===== config.mk =====
export PLATFORM = sky130hd
export DESIGN_NAME = mcu_multi_timer_unit
export DESIGN_NICKNAME = d
export VERILOG_FILES = /design/src/timer_unit_pkg.sv /design/src/mcu_multi_timer_unit.sv
export VERILOG_INCLUDE_DIRS = /design/src
export SDC_FILE = /design/constraint.sdc
export NUM_CORES = 1
export LEC_CHECK = 0
export ABC_AREA = 0
export BUFFER_PORTS_ARGS = -buffer_cell sky130_fd_sc_hd__buf_2
export CAP_MARGIN = 20
export CORE_MARGIN = 8
export CORE_UTILIZATION = 35
export DETAILED_ROUTE_END_ITERATION = 8
export PLACE_DENSITY = 0.65
export SLEW_MARGIN = 5
export SYNTH_ARGS = -nofsm -noshare
export SYNTH_HDL_FRONTEND = slang
export SYNTH_SLANG_ARGS = --single-unit

===== constraint.sdc =====
create_clock -name pclk -period 2.5 [get_ports pclk]
set_input_delay 0.125 -clock pclk [delete_from_list [all_inputs] [get_ports pclk]]
set_output_delay 0.125 -clock pclk [all_outputs]
set_load 0.005 [all_outputs]

===== src/timer_unit_cfg.svh =====
// Purpose: Register offsets, field positions, reset values and divider points of the timer unit.
// Assumes: APB byte addresses on an 8-bit address, one 32-bit word per register.
// Notes: Included by the timer unit only; the bench and the checker use literal offsets.
`ifndef TIMER_UNIT_CFG_SVH
`define TIMER_UNIT_CFG_SVH

`define OFF_FIXED_PRE 8'h00
`define OFF_FIXED_TMR 8'h04
`define OFF_WIDE_MODE 8'h08
`define OFF_WIDE_TMR 8'h0C
`define OFF_PULSE_MODE 8'h10
`define OFF_PULSE_PRE 8'h14
`define OFF_PULSE_TMR 8'h18
`define OFF_WAVE_MODE 8'h1C
`define OFF_WAVE_OUT 8'h20
`define OFF_WAVE_PRE 8'h24
`define OFF_WAVE_PRI 8'h28
`define OFF_WAVE_SEC 8'h2C
`define OFF_IRQ 8'h30

`define WIDE_EDGE_BIT 2
`define PULSE_EDGE_BIT 2
`define PULSE_AUX_BIT 3
`define PULSE_STOP_BIT 4
`define PULSE_SRC_BIT 5
`define WAVE_GEN_BIT 0
`define WAVE_SRC_BIT 1
`define WAVE_WCTL_BIT 2
`define WAVE_STOP_BIT 3
`define EXT_PRI_BIT 0
`define EXT_SEC_BIT 1
`define LEVEL_BIT 4

`define RST_MODE 8'h00
`define RST_BYTE 8'hFF
`define RST_WIDE 16'hFFFF
`define DIV_SLOW_LAST 4'hF
`define DIV_SLOW_HALF 4'h7

`endif


===== src/timer_unit_pkg.sv =====
// Purpose: Types shared by the timer unit and its bench.
// Assumes: Nothing beyond the configuration header.
// Notes: The count step function is the common down-counter with reload.
package timer_unit_pkg;

    typedef enum logic [1:0] {
        WIDE_TIMER = 2'b00,
        WIDE_PERIOD = 2'b01,
        WIDE_EVENT = 2'b10,
        WIDE_HL = 2'b11
    } wide_mode_t;

    typedef enum logic [1:0] {
        PULSE_TIMER = 2'b00,
        PULSE_OUT = 2'b01,
        PULSE_EVENT = 2'b10,
        PULSE_WIDTH = 2'b11
    } pulse_mode_t;

    typedef enum logic [3:0] {
        WAVE_STOP = 4'b0001,
        WAVE_PRI = 4'b0010,
        WAVE_SEC = 4'b0100,
        WAVE_EXT = 4'b1000
    } wave_state_t;

    typedef struct packed {
        logic uf;
        logic [15:0] val;
    } count_step_t;

    typedef struct packed {
        logic pulse;
        logic capture;
        logic wide;
        logic fixed;
        logic wave;
    } irq_flags_t;

    typedef struct packed {
        logic [7:0] addr;
        logic write;
        logic [31:0] wdata;
    } apb_req_t;

    // A tick at zero underflows and reloads, so latch n divides by n+1.
    function automatic count_step_t step(input logic [15:0] cur, input logic [15:0] lat,
                                         input logic tick);
        count_step_t r;
        r.uf = tick && (cur == 16'h0000);
        r.val = !tick ? cur : (r.uf ? lat : cur - 16'h0001);
        return r;
    endfunction : step

endpackage : timer_unit_pkg


===== src/mcu_multi_timer_unit.sv =====
// Purpose: Timer unit with fixed, wide, pulse and waveform timers behind an APB slave.
// Assumes: pclk is the oscillator; pins are asynchronous and pass two flip-flops.
// Notes: Interrupt flags are cleared by writing 0 to their bit; a set wins over a clear.
`include "timer_unit_cfg.svh"

module mcu_multi_timer_unit
    import timer_unit_pkg::*;
(
    input wire logic pclk,
    input wire logic presetn,
    input wire logic psel,
    input wire logic penable,
    input wire logic pwrite,
    input wire logic [7:0] paddr,
    input wire logic [31:0] pwdata,
    output logic pready,
    output logic [31:0] prdata,
    output logic pslverr,
    input wire logic wide_capture_pin,
    input wire logic pulse_counter_pin_i,
    output logic pulse_counter_pin_o,
    output logic pulse_counter_pin_oe_n,
    output logic inverted_pulse_out_pin,
    output logic wave_out_pin,
    output irq_flags_t irq_request_reg_two
);

    apb_req_t req;
    assign req = '{addr: paddr, write: pwrite, wdata: pwdata};

    wire access = psel & penable & pready;
    wire wr = access & req.write;
    wire rd = access & ~req.write;

    function automatic logic wr_hit(input logic [7:0] off);
        return wr && (req.addr == off);
    endfunction : wr_hit

    // Oscillator dividers: full ticks and the half-way ticks used for extension.
    logic [3:0] div_cnt;
    wire fast_full = div_cnt[0];
    wire fast_half = ~div_cnt[0];
    wire slow_full = (div_cnt == `DIV_SLOW_LAST);
    wire slow_half = (div_cnt == `DIV_SLOW_HALF);

    logic [1:0] cap_sync;
    logic [1:0] cnt_sync;
    logic cap_prev;
    logic cnt_prev;

    always_ff @(posedge pclk or negedge presetn) begin
        if (!presetn) begin
            div_cnt <= 4'h0;
            cap_sync <= 2'b00;
            cnt_sync <= 2'b00;
            cap_prev <= 1'b0;
            cnt_prev <= 1'b0;
        end else begin
            div_cnt <= div_cnt + 4'h1;
            cap_sync <= {cap_sync[0], wide_capture_pin};
            cnt_sync <= {cnt_sync[0], pulse_counter_pin_i};
            cap_prev <= cap_sync[1];
            cnt_prev <= cnt_sync[1];
        end
    end

    // Fixed timer.
    logic [7:0] fix_pre_latch;
    logic [7:0] fix_pre;
    logic [7:0] fix_latch;
    logic [7:0] fix_cnt;
    count_step_t fix_pre_s;
    count_step_t fix_s;
    assign fix_pre_s = step({8'h00, fix_pre}, {8'h00, fix_pre_latch}, slow_full);
    assign fix_s = step({8'h00, fix_cnt}, {8'h00, fix_latch}, fix_pre_s.uf);

    always_ff @(posedge pclk or negedge presetn) begin
        if (!presetn) begin
            fix_pre_latch <= `RST_BYTE;
            fix_pre <= `RST_BYTE;
            fix_latch <= `RST_BYTE;
            fix_cnt <= `RST_BYTE;
        end else begin
            fix_pre_latch <= wr_hit(`OFF_FIXED_PRE) ? req.wdata[7:0] : fix_pre_latch;
            fix_pre <= wr_hit(`OFF_FIXED_PRE) ? req.wdata[7:0] : fix_pre_s.val[7:0];
            fix_latch <= wr_hit(`OFF_FIXED_TMR) ? req.wdata[7:0] : fix_latch;
            fix_cnt <= wr_hit(`OFF_FIXED_TMR) ? req.wdata[7:0] : fix_s.val[7:0];
        end
    end

    // Wide timer.
    logic [7:0] wide_mode_reg;
    logic [15:0] wide_latch;
    logic [15:0] wide_cnt;
    logic [15:0] wide_hold;
    logic wide_held;
    count_step_t wide_s;
    wide_mode_t wide_mode;
    assign wide_mode = wide_mode_t'(wide_mode_reg[1:0]);
    wire cap_rise = cap_sync[1] & ~cap_prev;
    wire cap_fall = ~cap_sync[1] & cap_prev;
    wire cap_sel = wide_mode_reg[`WIDE_EDGE_BIT] ? cap_fall : cap_rise;
    wire cap_any = cap_rise | cap_fall;
    wire wide_measure = (wide_mode == WIDE_PERIOD) || (wide_mode == WIDE_HL);
    wire wide_capture = wide_measure & ((wide_mode == WIDE_HL) ? cap_any : cap_sel);
    wire wide_tick = (wide_mode == WIDE_EVENT) ? cap_sel : slow_full;
    wire wide_read = rd && (req.addr == `OFF_WIDE_TMR);
    assign wide_s = step(wide_cnt, wide_latch, wide_tick);

    always_ff @(posedge pclk or negedge presetn) begin
        if (!presetn) begin
            wide_mode_reg <= `RST_MODE;
            wide_latch <= `RST_WIDE;
            wide_cnt <= `RST_WIDE;
            wide_hold <= `RST_WIDE;
            wide_held <= 1'b0;
        end else begin
            wide_mode_reg <= wr_hit(`OFF_WIDE_MODE) ? req.wdata[7:0] : wide_mode_reg;
            if (wr_hit(`OFF_WIDE_TMR)) begin
                wide_latch <= req.wdata[15:0];
                wide_cnt <= req.wdata[15:0];
            end else if (wide_capture) begin
                wide_cnt <= wide_latch;
            end else begin
                wide_cnt <= wide_s.val;
            end
            if (wide_capture) begin
                wide_hold <= wide_cnt;
                wide_held <= 1'b1;
            end else if (wide_read) begin
                wide_held <= 1'b0;
            end
        end
    end

    // Pulse timer.
    logic [7:0] pulse_mode_reg;
    logic [7:0] pulse_pre_latch;
    logic [7:0] pulse_pre;
    logic [7:0] pulse_latch;
    logic [7:0] pulse_cnt;
    logic pulse_level;
    count_step_t pulse_pre_s;
    count_step_t pulse_s;
    pulse_mode_t pulse_mode;
    assign pulse_mode = pulse_mode_t'(pulse_mode_reg[1:0]);
    wire pulse_edge_sw = pulse_mode_reg[`PULSE_EDGE_BIT];
    wire pin_rise = cnt_sync[1] & ~cnt_prev;
    wire pin_fall = ~cnt_sync[1] & cnt_prev;
    wire pin_edge = pulse_edge_sw ? pin_fall : pin_rise;
    wire pin_active = pulse_edge_sw ? ~cnt_sync[1] : cnt_sync[1];
    wire pulse_src = pulse_mode_reg[`PULSE_SRC_BIT] ? slow_full : fast_full;
    wire pulse_in = (pulse_mode == PULSE_EVENT) ? pin_edge :
                    (pulse_mode == PULSE_WIDTH) ? (pulse_src & pin_active) : pulse_src;
    wire pulse_run = pulse_in & ~pulse_mode_reg[`PULSE_STOP_BIT];
    wire pulse_out_mode = (pulse_mode == PULSE_OUT);
    assign pulse_pre_s = step({8'h00, pulse_pre}, {8'h00, pulse_pre_latch}, pulse_run);
    assign pulse_s = step({8'h00, pulse_cnt}, {8'h00, pulse_latch}, pulse_pre_s.uf);

    always_ff @(posedge pclk or negedge presetn) begin
        if (!presetn) begin
            pulse_mode_reg <= `RST_MODE;
            pulse_pre_latch <= `RST_BYTE;
            pulse_pre <= `RST_BYTE;
            pulse_latch <= `RST_BYTE;
            pulse_cnt <= `RST_BYTE;
            pulse_level <= 1'b1;
        end else begin
            pulse_mode_reg <= wr_hit(`OFF_PULSE_MODE) ? req.wdata[7:0] : pulse_mode_reg;
            pulse_pre_latch <= wr_hit(`OFF_PULSE_PRE) ? req.wdata[7:0] : pulse_pre_latch;
            pulse_pre <= wr_hit(`OFF_PULSE_PRE) ? req.wdata[7:0] : pulse_pre_s.val[7:0];
            pulse_latch <= wr_hit(`OFF_PULSE_TMR) ? req.wdata[7:0] : pulse_latch;
            pulse_cnt <= wr_hit(`OFF_PULSE_TMR) ? req.wdata[7:0] : pulse_s.val[7:0];
            if (!pulse_out_mode) begin
                pulse_level <= ~pulse_edge_sw;
            end else if (pulse_s.uf) begin
                pulse_level <= ~pulse_level;
            end
        end
    end

    // Waveform timer.
    logic [7:0] wave_timer_mode_reg;
    logic [7:0] waveform_output_ctrl_reg;
    logic [7:0] wave_primary_latch;
    logic [7:0] wave_secondary_latch;
    logic [7:0] act_sec;
    logic act_ext_pri;
    logic act_ext_sec;
    logic [7:0] wave_pre_latch;
    logic [7:0] wave_pre;
    logic [7:0] wave_cnt;
    logic wave_phase;
    logic ext_to_sec;
    logic wave_sec_out;
    wave_state_t wave_state;
    wave_state_t next_wave_state;
    count_step_t wave_pre_s;
    count_step_t wave_s;
    wire wave_stop = wave_timer_mode_reg[`WAVE_STOP_BIT];
    wire wave_gen = wave_timer_mode_reg[`WAVE_GEN_BIT];
    wire wave_level = waveform_output_ctrl_reg[`LEVEL_BIT];
    wire wave_full = wave_timer_mode_reg[`WAVE_SRC_BIT] ? slow_full : fast_full;
    wire wave_half = wave_timer_mode_reg[`WAVE_SRC_BIT] ? slow_half : fast_half;
    // Each extension toggles the count clock between the full and the half-way phase.
    wire wave_count_clock = wave_phase ? wave_half : wave_full;
    wire wave_other = wave_phase ? wave_full : wave_half;
    wire wave_running = (wave_state == WAVE_PRI) || (wave_state == WAVE_SEC);
    wire wave_in_pri = (wave_state == WAVE_PRI);
    wire [7:0] wave_reload = (wave_in_pri && wave_gen) ? act_sec : wave_primary_latch;
    wire wave_ext_now = wave_in_pri ? act_ext_pri : act_ext_sec;
    wire wave_pri_wr = wr_hit(`OFF_WAVE_PRI);
    wire wave_load_cnt = wave_pri_wr &&
                         (wave_stop || !wave_timer_mode_reg[`WAVE_WCTL_BIT]);
    wire wave_ext_done = (wave_state == WAVE_EXT) && (next_wave_state != WAVE_EXT)
                         && !wave_stop;
    assign wave_pre_s = step({8'h00, wave_pre}, {8'h00, wave_pre_latch},
                             wave_count_clock & wave_running);
    assign wave_s = step({8'h00, wave_cnt}, {8'h00, wave_reload}, wave_pre_s.uf);

    always_comb begin
        next_wave_state = wave_state;
        case (wave_state)
            WAVE_STOP: begin
                if (!wave_stop) begin
                    next_wave_state = WAVE_PRI;
                end
            end
            WAVE_PRI, WAVE_SEC: begin
                if (wave_stop) begin
                    next_wave_state = WAVE_STOP;
                end else if (wave_s.uf && wave_gen) begin
                    next_wave_state = wave_ext_now ? WAVE_EXT :
                                      (wave_in_pri ? WAVE_SEC : WAVE_PRI);
                end
            end
            WAVE_EXT: begin
                if (wave_stop) begin
                    next_wave_state = WAVE_STOP;
                end else if (wave_other) begin
                    next_wave_state = ext_to_sec ? WAVE_SEC : WAVE_PRI;
                end
            end
            default: begin
                next_wave_state = WAVE_STOP;
            end
        endcase
    end

    always_ff @(posedge pclk or negedge presetn) begin
        if (!presetn) begin
            wave_state <= WAVE_STOP;
            wave_timer_mode_reg <= `RST_MODE;
            waveform_output_ctrl_reg <= `RST_MODE;
            wave_primary_latch <= `RST_BYTE;
            wave_secondary_latch <= `RST_BYTE;
            act_sec <= `RST_BYTE;
            act_ext_pri <= 1'b0;
            act_ext_sec <= 1'b0;
            wave_pre_latch <= `RST_BYTE;
            wave_pre <= `RST_BYTE;
            wave_cnt <= `RST_BYTE;
            wave_phase <= 1'b0;
            ext_to_sec <= 1'b0;
            wave_sec_out <= 1'b0;
        end else begin
            wave_state <= next_wave_state;
            wave_timer_mode_reg <= wr_hit(`OFF_WAVE_MODE) ? req.wdata[7:0] : wave_timer_mode_reg;
            waveform_output_ctrl_reg <= wr_hit(`OFF_WAVE_OUT) ? req.wdata[7:0]
                                                              : waveform_output_ctrl_reg;
            wave_secondary_latch <= wr_hit(`OFF_WAVE_SEC) ? req.wdata[7:0] : wave_secondary_latch;
            if (wave_pri_wr) begin
                wave_primary_latch <= req.wdata[7:0];
                act_sec <= wave_secondary_latch;
                act_ext_pri <= waveform_output_ctrl_reg[`EXT_PRI_BIT];
                act_ext_sec <= waveform_output_ctrl_reg[`EXT_SEC_BIT];
            end
            wave_pre_latch <= wr_hit(`OFF_WAVE_PRE) ? req.wdata[7:0] : wave_pre_latch;
            wave_pre <= wr_hit(`OFF_WAVE_PRE) ? req.wdata[7:0] : wave_pre_s.val[7:0];
            if (wave_load_cnt) begin
                wave_cnt <= req.wdata[7:0];
            end else if (wave_ext_done) begin
                wave_cnt <= ext_to_sec ? act_sec : wave_primary_latch;
            end else begin
                wave_cnt <= wave_s.val[7:0];
            end
            if (next_wave_state == WAVE_EXT && wave_state != WAVE_EXT) begin
                ext_to_sec <= wave_in_pri;
            end
            if (next_wave_state == WAVE_STOP) begin
                wave_phase <= 1'b0;
            end else if (wave_ext_done) begin
                wave_phase <= ~wave_phase;
            end
            if (next_wave_state == WAVE_SEC) begin
                wave_sec_out <= 1'b1;
            end else if (next_wave_state != WAVE_EXT) begin
                wave_sec_out <= 1'b0;
            end
        end
    end

    // Interrupt request flags and register read path.
    irq_flags_t irq_set;
    irq_flags_t irq_clr;
    assign irq_set = '{pulse: pulse_s.uf, capture: wide_capture, wide: wide_s.uf,
                       fixed: fix_s.uf, wave: wave_s.uf};
    assign irq_clr = wr_hit(`OFF_IRQ) ? irq_flags_t'(~req.wdata[4:0]) : irq_flags_t'(5'h00);

    wire [7:0] a = req.addr;
    wire [15:0] wide_view = wide_held ? wide_hold : wide_cnt;
    wire hit = (a <= `OFF_IRQ) && (a[1:0] == 2'b00);
    wire [31:0] rd_mux =
        (a == `OFF_FIXED_PRE) ? {24'h00_0000, fix_pre} :
        (a == `OFF_FIXED_TMR) ? {24'h00_0000, fix_cnt} :
        (a == `OFF_WIDE_MODE) ? {24'h00_0000, wide_mode_reg} :
        (a == `OFF_WIDE_TMR) ? {16'h0000, wide_view} :
        (a == `OFF_PULSE_MODE) ? {24'h00_0000, pulse_mode_reg} :
        (a == `OFF_PULSE_PRE) ? {24'h00_0000, pulse_pre} :
        (a == `OFF_PULSE_TMR) ? {24'h00_0000, pulse_cnt} :
        (a == `OFF_WAVE_MODE) ? {24'h00_0000, wave_timer_mode_reg} :
        (a == `OFF_WAVE_OUT) ? {24'h00_0000, waveform_output_ctrl_reg} :
        (a == `OFF_WAVE_PRE) ? {24'h00_0000, wave_pre} :
        (a == `OFF_WAVE_PRI) ? {24'h00_0000, wave_cnt} :
        (a == `OFF_IRQ) ? {27'h000_0000, irq_request_reg_two} : 32'h0000_0000;

    always_ff @(posedge pclk or negedge presetn) begin
        if (!presetn) begin
            irq_request_reg_two <= irq_flags_t'(5'h00);
            pready <= 1'b0;
            prdata <= 32'h0000_0000;
            pslverr <= 1'b0;
            pulse_counter_pin_o <= 1'b1;
            pulse_counter_pin_oe_n <= 1'b1;
            inverted_pulse_out_pin <= 1'b0;
            wave_out_pin <= 1'b0;
        end else begin
            irq_request_reg_two <= (irq_request_reg_two & ~irq_clr) | irq_set;
            pready <= psel & ~penable;
            prdata <= (psel & ~penable & ~req.write & hit) ? rd_mux : 32'h0000_0000;
            pslverr <= psel & ~penable & ~hit;
            pulse_counter_pin_o <= pulse_level;
            pulse_counter_pin_oe_n <= ~pulse_out_mode;
            inverted_pulse_out_pin <= pulse_out_mode & pulse_mode_reg[`PULSE_AUX_BIT]
                                      & ~pulse_level;
            wave_out_pin <= (!wave_gen || wave_state == WAVE_STOP) ? wave_level :
                            (wave_sec_out ? wave_level : ~wave_level);
        end
    end

endmodule : mcu_multi_timer_unit


==> results of run 1 <==
-- stage by stage --
step	setup slack [ns]	cell area [um^2]	cells
finish	0.178	15000	1941
global route	-0.00106	15000	1941
CTS	0.0362	15000	1941
detailed placement	0.0523	13800	1873
global placement	0.0893	13800	1873
floorplan	0.134	12900	1377
-- cell families (layout without fill, tap and decap cells) --
group / count (synthesis) / after routing
AO/OA/AOI/OAI: 301 / 301
AND/OR/NAND/NOR: 534 / 534
other: 1 / 16
adder cells (fa/ha/maj): 12 / 12
flip-flops: 240 / 240
multiplexers: 120 / 120
buffers and inverters: 128 / 224
XOR/XNOR: 26 / 26
-- power groups by stage --
stage	sequential, W	combinational (W)	clock (W)
after floorplan	0.00444	0.000754	0
after global placement	0.00456	0.00104	0
final	0.00452	0.00110	0.00417
after global routing	0.00456	0.00123	0.00441
after CTS	0.00452	0.00110	0.00428
after detailed placement	0.00457	0.00107	0
-- layout by cell type (no fill, tap or decap), types with 22 or more instances in the layout --
cell type | Yosys | routed
dfstp_2 | 164 | 164
dfrtp_1 | 76 | 76
nor2_1 | 124 | 124
mux2_2 | 86 | 86
nand3_1 | 28 | 28
o21ai_0 | 84 | 84
a21oi_1 | 54 | 54
clkbuf_16 | 0 | 28
mux2i_1 | 34 | 34
o22ai_1 | 22 | 22
a31oi_1 | 22 | 22
inv_1 | 40 | 40
buf_4 | 16 | 57
buf_2 | 8 | 56
nand2_1 | 256 | 256
-- final cells by class --
class                           instances  area (um^2)
Tap cell                              468          586
Inverter                               40          150
Timing Repair Buffer                  132          923
Sequential cell                       240         6210
Fill cell                            3585        21500
Clock buffer                           39          792
Multi-Input combinational cell       1009         6140
Clock inverter                         13          163
-- worst max path at each step --
stage	start	to	slack, ns	depth (start not counted)
6_report	div_cnt[0]$_DFF_PN0_	fix_pre[1]$_DFFE_PN1P_	0.18	8
5_1_grt	div_cnt[0]$_DFF_PN0_	fix_pre[1]$_DFFE_PN1P_	-0.001	8
4_1_cts	fix_cnt[0]$_DFFE_PN1P_	fix_cnt[1]$_DFFE_PN1P_	0.04	7
3_5_place_dp	fix_cnt[0]$_DFFE_PN1P_	fix_cnt[1]$_DFFE_PN1P_	0.05	7
3_3_place_gp	fix_cnt[0]$_DFFE_PN1P_	fix_cnt[1]$_DFFE_PN1P_	0.09	7
2_1_floorplan	fix_cnt[0]$_DFFE_PN1P_	fix_cnt[1]$_DFFE_PN1P_	0.13	8
-- worst max-delay path, cell delays in order (launching register included) --
cell and delay, ns:
dfrtp_1 0.34, ha_1 0.27, nand3_1 0.23, buf_4 0.23, or4_1 0.49, buf_4 0.21
a211oi_1 0.24, a21oi_1 0.06, o21ai_0 0.15
-- layer usage --
metal	part of all wire [%]	up-vias	global-route usage (%)
li1	-	4991	-
met1	44	5188	22.4
met2	46	366	26.9
met3	6.5	93	3.09
met4	3.6	0	5.80
met5	0	-	0
-- timing repair --
action | in CTS | in global routing
gates resized for setup | 0 | 3
endpoints found under the setup margin | 0 | 7
buffers inserted | 0 | 0
endpoints found under the hold margin | 108 | 0
hold buffers | 16 | 0
==> flow_metrics.tcl, run 1 <==
set metrics [dict create \
    status "complete, no violations" \
    grt_pass1_vias 10500 \
    vdd_drop_max_v 0.000534 \
    vias_per_cell 5.48 \
    power.leakage_nw 6.54 \
    grt_first_pass_wirelength_um 59400 \
    nets 1510 \
    p_total_w 0.00979 \
    pwr_density_cell_mw_per_mm2 654 \
    clkPwrFrac_pct 42.5 \
    period_minus_slack_ns 2.32 \
    grt_usage_pct 16.7 \
    post_synth_and_or_nand_nor_area_fraction_pct 18.8 \
    rows 70 \
    avgRoutedWirePerCell_um 19.1 \
    synth.mux.area_fraction_pct 10.2 \
    drtAntennaViolNets 0 \
    ys_seq_area_share_pct 48.3 \
    hp-start "pwdata[3]" \
    grt_max_degree 88 \
    p_switching_w 0.00259 \
    drc 0 \
    hold_violations 0 \
    drtIter0Drc 822 \
    die_area_mm2 0.0432 \
    layout-drive-gt1-share_pct 29.9 \
    cts.path.max_buffers 3 \
    r2r_slack_ns 0.18 \
    syn-cell-area_mm2 0.0129 \
    synth-main-ff-cell "dfstp_2" \
    synth_area_leaders "dfstp_2 (33%), dfrtp_1 (15%), mux2_2 (7.5%)" \
    r2r_cells 8 \
    clockRootBuffer "clkbuf_16" \
    synth_top_family_by_area "simple AND/OR/NAND/NOR gates" \
    drv_cap 0 \
    path_clk_slew_ns 0.06 \
    min_to "wide_latch[3]$_DFFE_PN1P_" \
    fin_util_pct 41.1 \
    worst_setup_path_start_kind "flop" \
    endpoint_kind "flop" \
    tightestPinTransition_ns 0.662 \
    tns_ns 0 \
    firstDrtPassIters 5 \
    async_reset_ff_share_pct 100 \
    power_frac_comb_pct 11.3 \
    path_max_fanout 18 \
    synth_adder_area_share_pct 1.17 \
    reg2reg_to "fix_pre[1]$_DFFE_PN1P_" \
    avgSynthCellArea_um2 9.45 \
    h-tree-depth 1 \
    reg2reg_from "div_cnt[0]$_DFF_PN0_" \
    hold_class "in -> reg" \
    fp.dieH_um 208 \
    synth-compound-area-share_pct 15.2 \
    initial_core_util_pct 35.3 \
    internal_power_w 0.00720 \
    yosys.area.top_type "dfstp_2" \
    ys_ff_latch 240 \
    cts_tree "yes" \
    synth_most_common_cell "nand2_1" \
    netlist_instances 1362 \
    globalRouteOverflowTotal 0 \
    synth_top_area_share_pct 33.5 \
    fin_hold_ws_ns 0.0421 \
    wl_um 37100 \
    fmax_mhz 431 \
    antenna_found_initial 0 \
    syn_to_final_growth_pct 16.3 \
    min_path_cells 3 \
    pwr-share-seq_pct 46.2 \
    synth_xor_area_share_pct 1.77 \
    setup_violations 0 \
    worst_ep_required_time_ns 2.97 \
    pin_count 90 \
    dp_hpwl_um 25800 \
    worstSkewPairLatency_ns 0.55 \
    diodes 0 \
    synthTopCellsByCount "nand2_1 (256), dfstp_2 (164), nor2_1 (124)" \
    die_width_um 208 \
    ys_types 72 \
    rsz0062_at_grt "true" \
    critPathKind "reg -> reg" \
    arrival_ns 2.80 \
    slew_headroom_pct 55.9 \
    placeableCoreArea_mm2 0.0364 \
    post-route-period-util_pct 92.9 \
    swShare_pct 26.5 \
    yosys_warnings 0 \
    synth_edf_count 0 \
    gp_congestion 0.979 \
    port_buffers 57 \
    dr_total_vias 10600 \
    numCtsBuffers 28 \
    drv_slew 0 \
    clock_skew_ns 0.0132 \
    clock-sinks 240 \
]
(Power assumes the default switching activity.)
==> inputs of run 2 (changes only) <==
--- a/config.mk
+++ b/config.mk
@@ -13,6 +13,7 @@
 export CORE_UTILIZATION = 35
 export DETAILED_ROUTE_END_ITERATION = 8
 export PLACE_DENSITY = 0.65
+export REMOVE_ABC_BUFFERS = 1
 export SLEW_MARGIN = 5
 export SYNTH_ARGS = -nofsm -noshare
 export SYNTH_HDL_FRONTEND = slang
==> flow_metrics.tcl, run 2 (same netlist as run 1, synthesis figures left out) <==
set metrics [dict create \
    status "complete, no violations" \
    drc 0 \
    reg2reg_from "wave_cnt[0]$_DFFE_PN1P_" \
    p_switching_w 0.00256 \
    die_area_mm2 0.0432 \
    clockRootBuffer "clkbuf_16" \
    numCtsBuffers 27 \
    hold_violations 0 \
    avgRoutedWirePerCell_um 19.4 \
    layout-drive-gt1-share_pct 29.4 \
    min_to "pulse_pre_latch[5]$_DFFE_PN1P_" \
    nets 1500 \
    n_fill_cell 3569 \
    antenna_found_initial 1 \
    initial_core_util_pct 35.3 \
    drv_cap 0 \
    pwr-share-seq_pct 47.4 \
    vdd_drop_max_v 0.000480 \
    drtIter0Drc 805 \
    cts.path.max_buffers 3 \
    layout_common_cells "nand2_1 (256), dfstp_2 (164), nor2_1 (124)" \
    tns_ns 0 \
    h-tree-depth 1 \
    dp_hpwl_um 25500 \
    firstDrtPassIters 5 \
    syn_to_final_growth_pct 15.5 \
    vias_per_cell 5.55 \
    power_frac_comb_pct 11.5 \
    grt_first_pass_wirelength_um 59800 \
    drtAntennaViolNets 0 \
    pwr_density_cell_mw_per_mm2 642 \
    grt_max_degree 71 \
    dr_total_vias 10700 \
    setup_violations 0 \
    tightestPinTransition_ns 0.688 \
    fmax_mhz 421 \
    internal_power_w 0.00699 \
    clkPwrFrac_pct 41.1 \
    placeableCoreArea_mm2 0.0364 \
    rows 70 \
    path_max_fanout 7 \
    path_clk_slew_ns 0.06 \
    fp.dieH_um 208 \
    fin_util_pct 40.8 \
    critPathKind "reg -> reg" \
    clock_skew_ns 0.0143 \
    period_minus_slack_ns 2.38 \
    dp_slack_ns 0.0303 \
    port_buffers 57 \
    clock-sinks 240 \
    cts_setup_buffers 0 \
    worst_setup_path_start_kind "flop" \
    arrival_ns 2.82 \
    hold_class "in -> reg" \
    worstSkewPairLatency_ns 0.54 \
    grt_pass1_vias 10500 \
    power.leakage_nw 6.50 \
    wl_um 37400 \
    die_width_um 208 \
    drv_slew 0 \
    swShare_pct 26.8 \
    worst_ep_required_time_ns 2.94 \
    final_common_cell "nand2_1" \
    reg2reg_to "wave_sec_out$_DFFE_PN0P_" \
    min_path_cells 3 \
    fin_ws_ns 0.123 \
    endpoint_kind "flop" \
    post-route-period-util_pct 95.1 \
    slew_headroom_pct 54.1 \
    gp_congestion 0.933 \
    cts_tree "yes" \
    r2r_cells 8 \
    grt_usage_pct 16.9 \
    pin_count 90 \
    r2r_slack_ns 0.12 \
    globalRouteOverflowTotal 0 \
    hp-start "pwdata[5]" \
]
run 2: cell count changes in the layout (fill, tap and decap cells not counted), moves of 2 or more:
cell | previous run | this run
diode_2 | 0 | 3
buf_12 | 2 | 4
buf_4 | 57 | 46
inv_6 | 0 | 2
clkinv_2 | 5 | 7
clkinvlp_4 | 3 | 0
clkbuf_1 | 6 | 8
run 2: metal layers:
layer  track usage, %  wire, um  vias to the layer above
met5                0        15                        -
met4             5.65      1300                        2
met3             3.29      2590                       88
met2             25.9     16400                      385
met1             23.8     17100                     5272
li1                 -         -                     4985
run 2: per-stage QoR:
stage          std cells  hold slack (ns)  total power (W)  instance area [um^2]
2_1_floorplan       1289           -0.171          0.00513                 12500
3_3_place_gp        1864            0.141          0.00561                 13800
3_5_place_dp        1864            0.148          0.00564                 13800
4_1_cts             1930          0.00230          0.00962                 14800
5_1_grt             1930           0.0390          0.00995                 14900
6_report            1933           0.0189          0.00955                 14900
run 2: worst max path at each step:
| stage | startpoint | endpoint | slack (ns) | depth (start not counted) |
|---|---|---|---|---|
| global route | wave_pre[0]$_DFFE_PN1P_ | wave_sec_out$_DFFE_PN0P_ | -0.004 | 8 |
| CTS | div_cnt[0]$_DFF_PN0_ | fix_cnt[1]$_DFFE_PN1P_ | 0.02 | 6 |
| floorplan | cap_sync[1]$_DFF_PN0_ | wide_cnt[8]$_DFFE_PN1P_ | -0.76 | 8 |
| global placement | fix_cnt[0]$_DFFE_PN1P_ | fix_cnt[1]$_DFFE_PN1P_ | 0.1 | 7 |
| finish | wave_cnt[0]$_DFFE_PN1P_ | wave_sec_out$_DFFE_PN0P_ | 0.12 | 8 |
| detailed placement | fix_cnt[0]$_DFFE_PN1P_ | fix_cnt[1]$_DFFE_PN1P_ | 0.03 | 7 |
run 2: critical path, cell delays in order, from the launching register on:
cell and delay (ns):
dfstp_2 0.40, inv_1 0.08, ha_1 0.13, or3b_2 0.50
nor4_4 0.28, and4_1 0.29, mux2i_1 0.21, o211ai_1 0.12
a311oi_1 0.26
run 2: power by group through the flow:
stage / Clock [W] / Sequential (W) / Combinational [W]
2_1_floorplan: 0 / 0.00446 / 0.000670
3_3_place_gp: 0 / 0.00456 / 0.00105
3_5_place_dp: 0 / 0.00457 / 0.00107
4_1_cts: 0.00401 / 0.00452 / 0.00109
5_1_grt: 0.00417 / 0.00456 / 0.00122
6_report: 0.00393 / 0.00452 / 0.00110
run 2: final cells by class:
| cell class | count | area (um^2) | share of cell area, % |
|---|---|---|---|
| Antenna cell | 3 | 7.51 | 0.0505 |
| Multi-Input combinational cell | 1009 | 6160 | 41.4 |
| Clock inverter | 11 | 113 | 0.757 |
| Tap cell | 468 | 586 | 3.94 |
| Timing Repair Buffer | 123 | 881 | 5.92 |
| Sequential cell | 240 | 6210 | 41.8 |
| Clock buffer | 39 | 761 | 5.12 |
| Inverter | 40 | 150 | 1.01 |
run 2: what timing repair did:
action / CTS / global route
hold buffers: 16 / 0
hold endpoints to repair: 88 / 0
gates resized for setup: 1 / 5
pin swaps: 0 / 1
endpoints found under the setup margin: 1 / 14
==> inputs of run 3 (changes only) <==
--- a/config.mk
+++ b/config.mk
@@ -10,9 +10,9 @@
 export BUFFER_PORTS_ARGS = -buffer_cell sky130_fd_sc_hd__buf_2
 export CAP_MARGIN = 20
 export CORE_MARGIN = 8
-export CORE_UTILIZATION = 35
+export CORE_UTILIZATION = 61
 export DETAILED_ROUTE_END_ITERATION = 8
-export PLACE_DENSITY = 0.65
+export PLACE_DENSITY = 0.92
 export REMOVE_ABC_BUFFERS = 1
 export SLEW_MARGIN = 5
 export SYNTH_ARGS = -nofsm -noshare
==> constraint.sdc (replaced) <==
create_clock -name pclk -period 2.36 [get_ports pclk]
set_input_delay 0.118 -clock pclk [delete_from_list [all_inputs] [get_ports pclk]]
set_output_delay 0.118 -clock pclk [all_outputs]
set_load 0.005 [all_outputs]
==> flow_metrics.tcl, run 3 (same netlist as run 1, synthesis figures left out) <==
set metrics [dict create \
    status "complete, no violations" \
    final_common_cell "nand2_1" \
    r2r_cells 7 \
    endpoint_kind "flop" \
    hold_violations 0 \
    numCtsBuffers 26 \
    syn_to_final_growth_pct 16.3 \
    placeableCoreArea_mm2 0.0209 \
    globalRouteOverflowTotal 0 \
    tns_ns 0 \
    die_width_um 161 \
    antenna_found_initial 1 \
    path_clk_slew_ns 0.06 \
    layout_common_cells "nand2_1 (256), dfstp_2 (164), nor2_1 (124)" \
    dp_hpwl_um 25300 \
    gp_congestion 0.981 \
    dr_total_vias 11400 \
    slew_headroom_pct 51.9 \
    power.leakage_nw 6.68 \
    placed_area_mm2 0.0138 \
    reg2reg_from "div_cnt[1]$_DFF_PN0_" \
    rsz0062_at_grt "true" \
    nets 1534 \
    grt_usage_pct 28.5 \
    drtAntennaViolNets 0 \
    fmax_mhz 437 \
    grt_max_degree 91 \
    critPathKind "reg -> reg" \
    post-route-period-util_pct 97.0 \
    tightestPinTransition_ns 0.721 \
    rows 53 \
    hold_class "in -> reg" \
    drtIter0Drc 1414 \
    pin_count 90 \
    period_minus_slack_ns 2.29 \
    initial_core_util_pct 61.6 \
    reg2reg_to "wave_pre[7]$_DFFE_PN1P_" \
    wl_um 38200 \
    layout-drive-gt1-share_pct 31.8 \
    drc 0 \
    drv_slew 0 \
    firstDrtPassIters 6 \
    drv_cap 0 \
    arrival_ns 2.74 \
    clock_skew_ns 0.0229 \
    grt_first_pass_wirelength_um 59700 \
    worst_ep_required_time_ns 2.81 \
    min_path_cells 3 \
    grt_pass1_vias 11200 \
    worst_setup_path_start_kind "flop" \
    cts.path.max_buffers 3 \
    port_buffers 57 \
    worstSkewPairLatency_ns 0.55 \
    setup_violations 0 \
    vdd_drop_max_v 0.000493 \
    r2r_slack_ns 0.07 \
    cts_tree "yes" \
    min_to "wide_latch[5]$_DFFE_PN1P_" \
    clock-sinks 240 \
    vias_per_cell 6.43 \
    hp-start "pwdata[5]" \
    die_area_mm2 0.0260 \
    fp.dieH_um 161 \
    pwr_density_cell_mw_per_mm2 697 \
    h-tree-depth 1 \
    avgRoutedWirePerCell_um 21.6 \
    stdcell_area_mm2 0.0150 \
    clockRootBuffer "clkbuf_16" \
    path_max_fanout 6 \
]
==> run 3: how the worst max path moves through the flow <==
stage,slack [ns],start,end
5_1_grt,-0.01,div_cnt[0]$_DFF_PN0_,fix_cnt[6]$_DFFE_PN1P_
3_3_place_gp,0.004,fix_cnt[1]$_DFFE_PN1P_,fix_cnt[1]$_DFFE_PN1P_
6_report,0.07,div_cnt[1]$_DFF_PN0_,wave_pre[7]$_DFFE_PN1P_
3_5_place_dp,-0.12,wave_cnt[0]$_DFFE_PN1P_,wave_sec_out$_DFFE_PN0P_
4_1_cts,-0.007,wave_cnt[0]$_DFFE_PN1P_,wave_sec_out$_DFFE_PN0P_
2_1_floorplan,-0.90,cap_sync[1]$_DFF_PN0_,wide_cnt[8]$_DFFE_PN1P_
==> run 3: area by class of cell <==
cell class,instances,area (um^2)
clock buffers,36,778
inverters,40,150
multi-input cells,1009,6220
diodes,1,2.50
well taps,275,344
fillers,1489,5910
repair buffers,158,1120
clock inverters,12,151
flip-flops and latches,240,6210
==> run 3: critical path, stage by stage (launching register included) <==
cell	delay, ns
dfrtp_1	0.44
ha_4	0.22
and3_1	0.17
a22o_1	0.20
or3b_2	0.52
or4_1	0.41
a21oi_1	0.14
o21ai_0	0.10
==> run 3: repair_timing <==
action	4_1_cts	5_1_grt
pin swaps	1	2
gates cloned	0	0
hold buffers	17	0
buffers inserted	0	2
resized for setup	4	13
hold endpoints to repair	66	0
endpoints found under the setup margin	6	20
==> run 3: stage by stage <==
step           util, %  hold WS, ns  total power (W)  worst slack (ns)  instances
3_3_place_gp      65.9        0.156          0.00597           0.00447       1703
2_1_floorplan        -       -0.178          0.00544            -0.901       1289
5_1_grt           71.7       0.0158           0.0108           -0.0127       1771
6_report          71.7       0.0357           0.0104            0.0711       1771
4_1_cts           71.3     0.000691           0.0104          -0.00725       1768
3_5_place_dp      65.9        0.164          0.00604            -0.116       1703
==> run 3: layer usage <==
metal / up-vias / part of all wire, % / global-route usage (%)
met5: - / 0 / 0
met3: 143 / 9.4 / 5.57
met4: 0 / 4.6 / 13.3
met1: 5537 / 39 / 36.6
li1: 5027 / - / -
met2: 686 / 47 / 46.0
==> run 3: power by group <==
group          switching [W]  internal, W
clock network        0.00171      0.00263
registers           0.000303      0.00448
logic               0.000772     0.000551
total                0.00279      0.00766
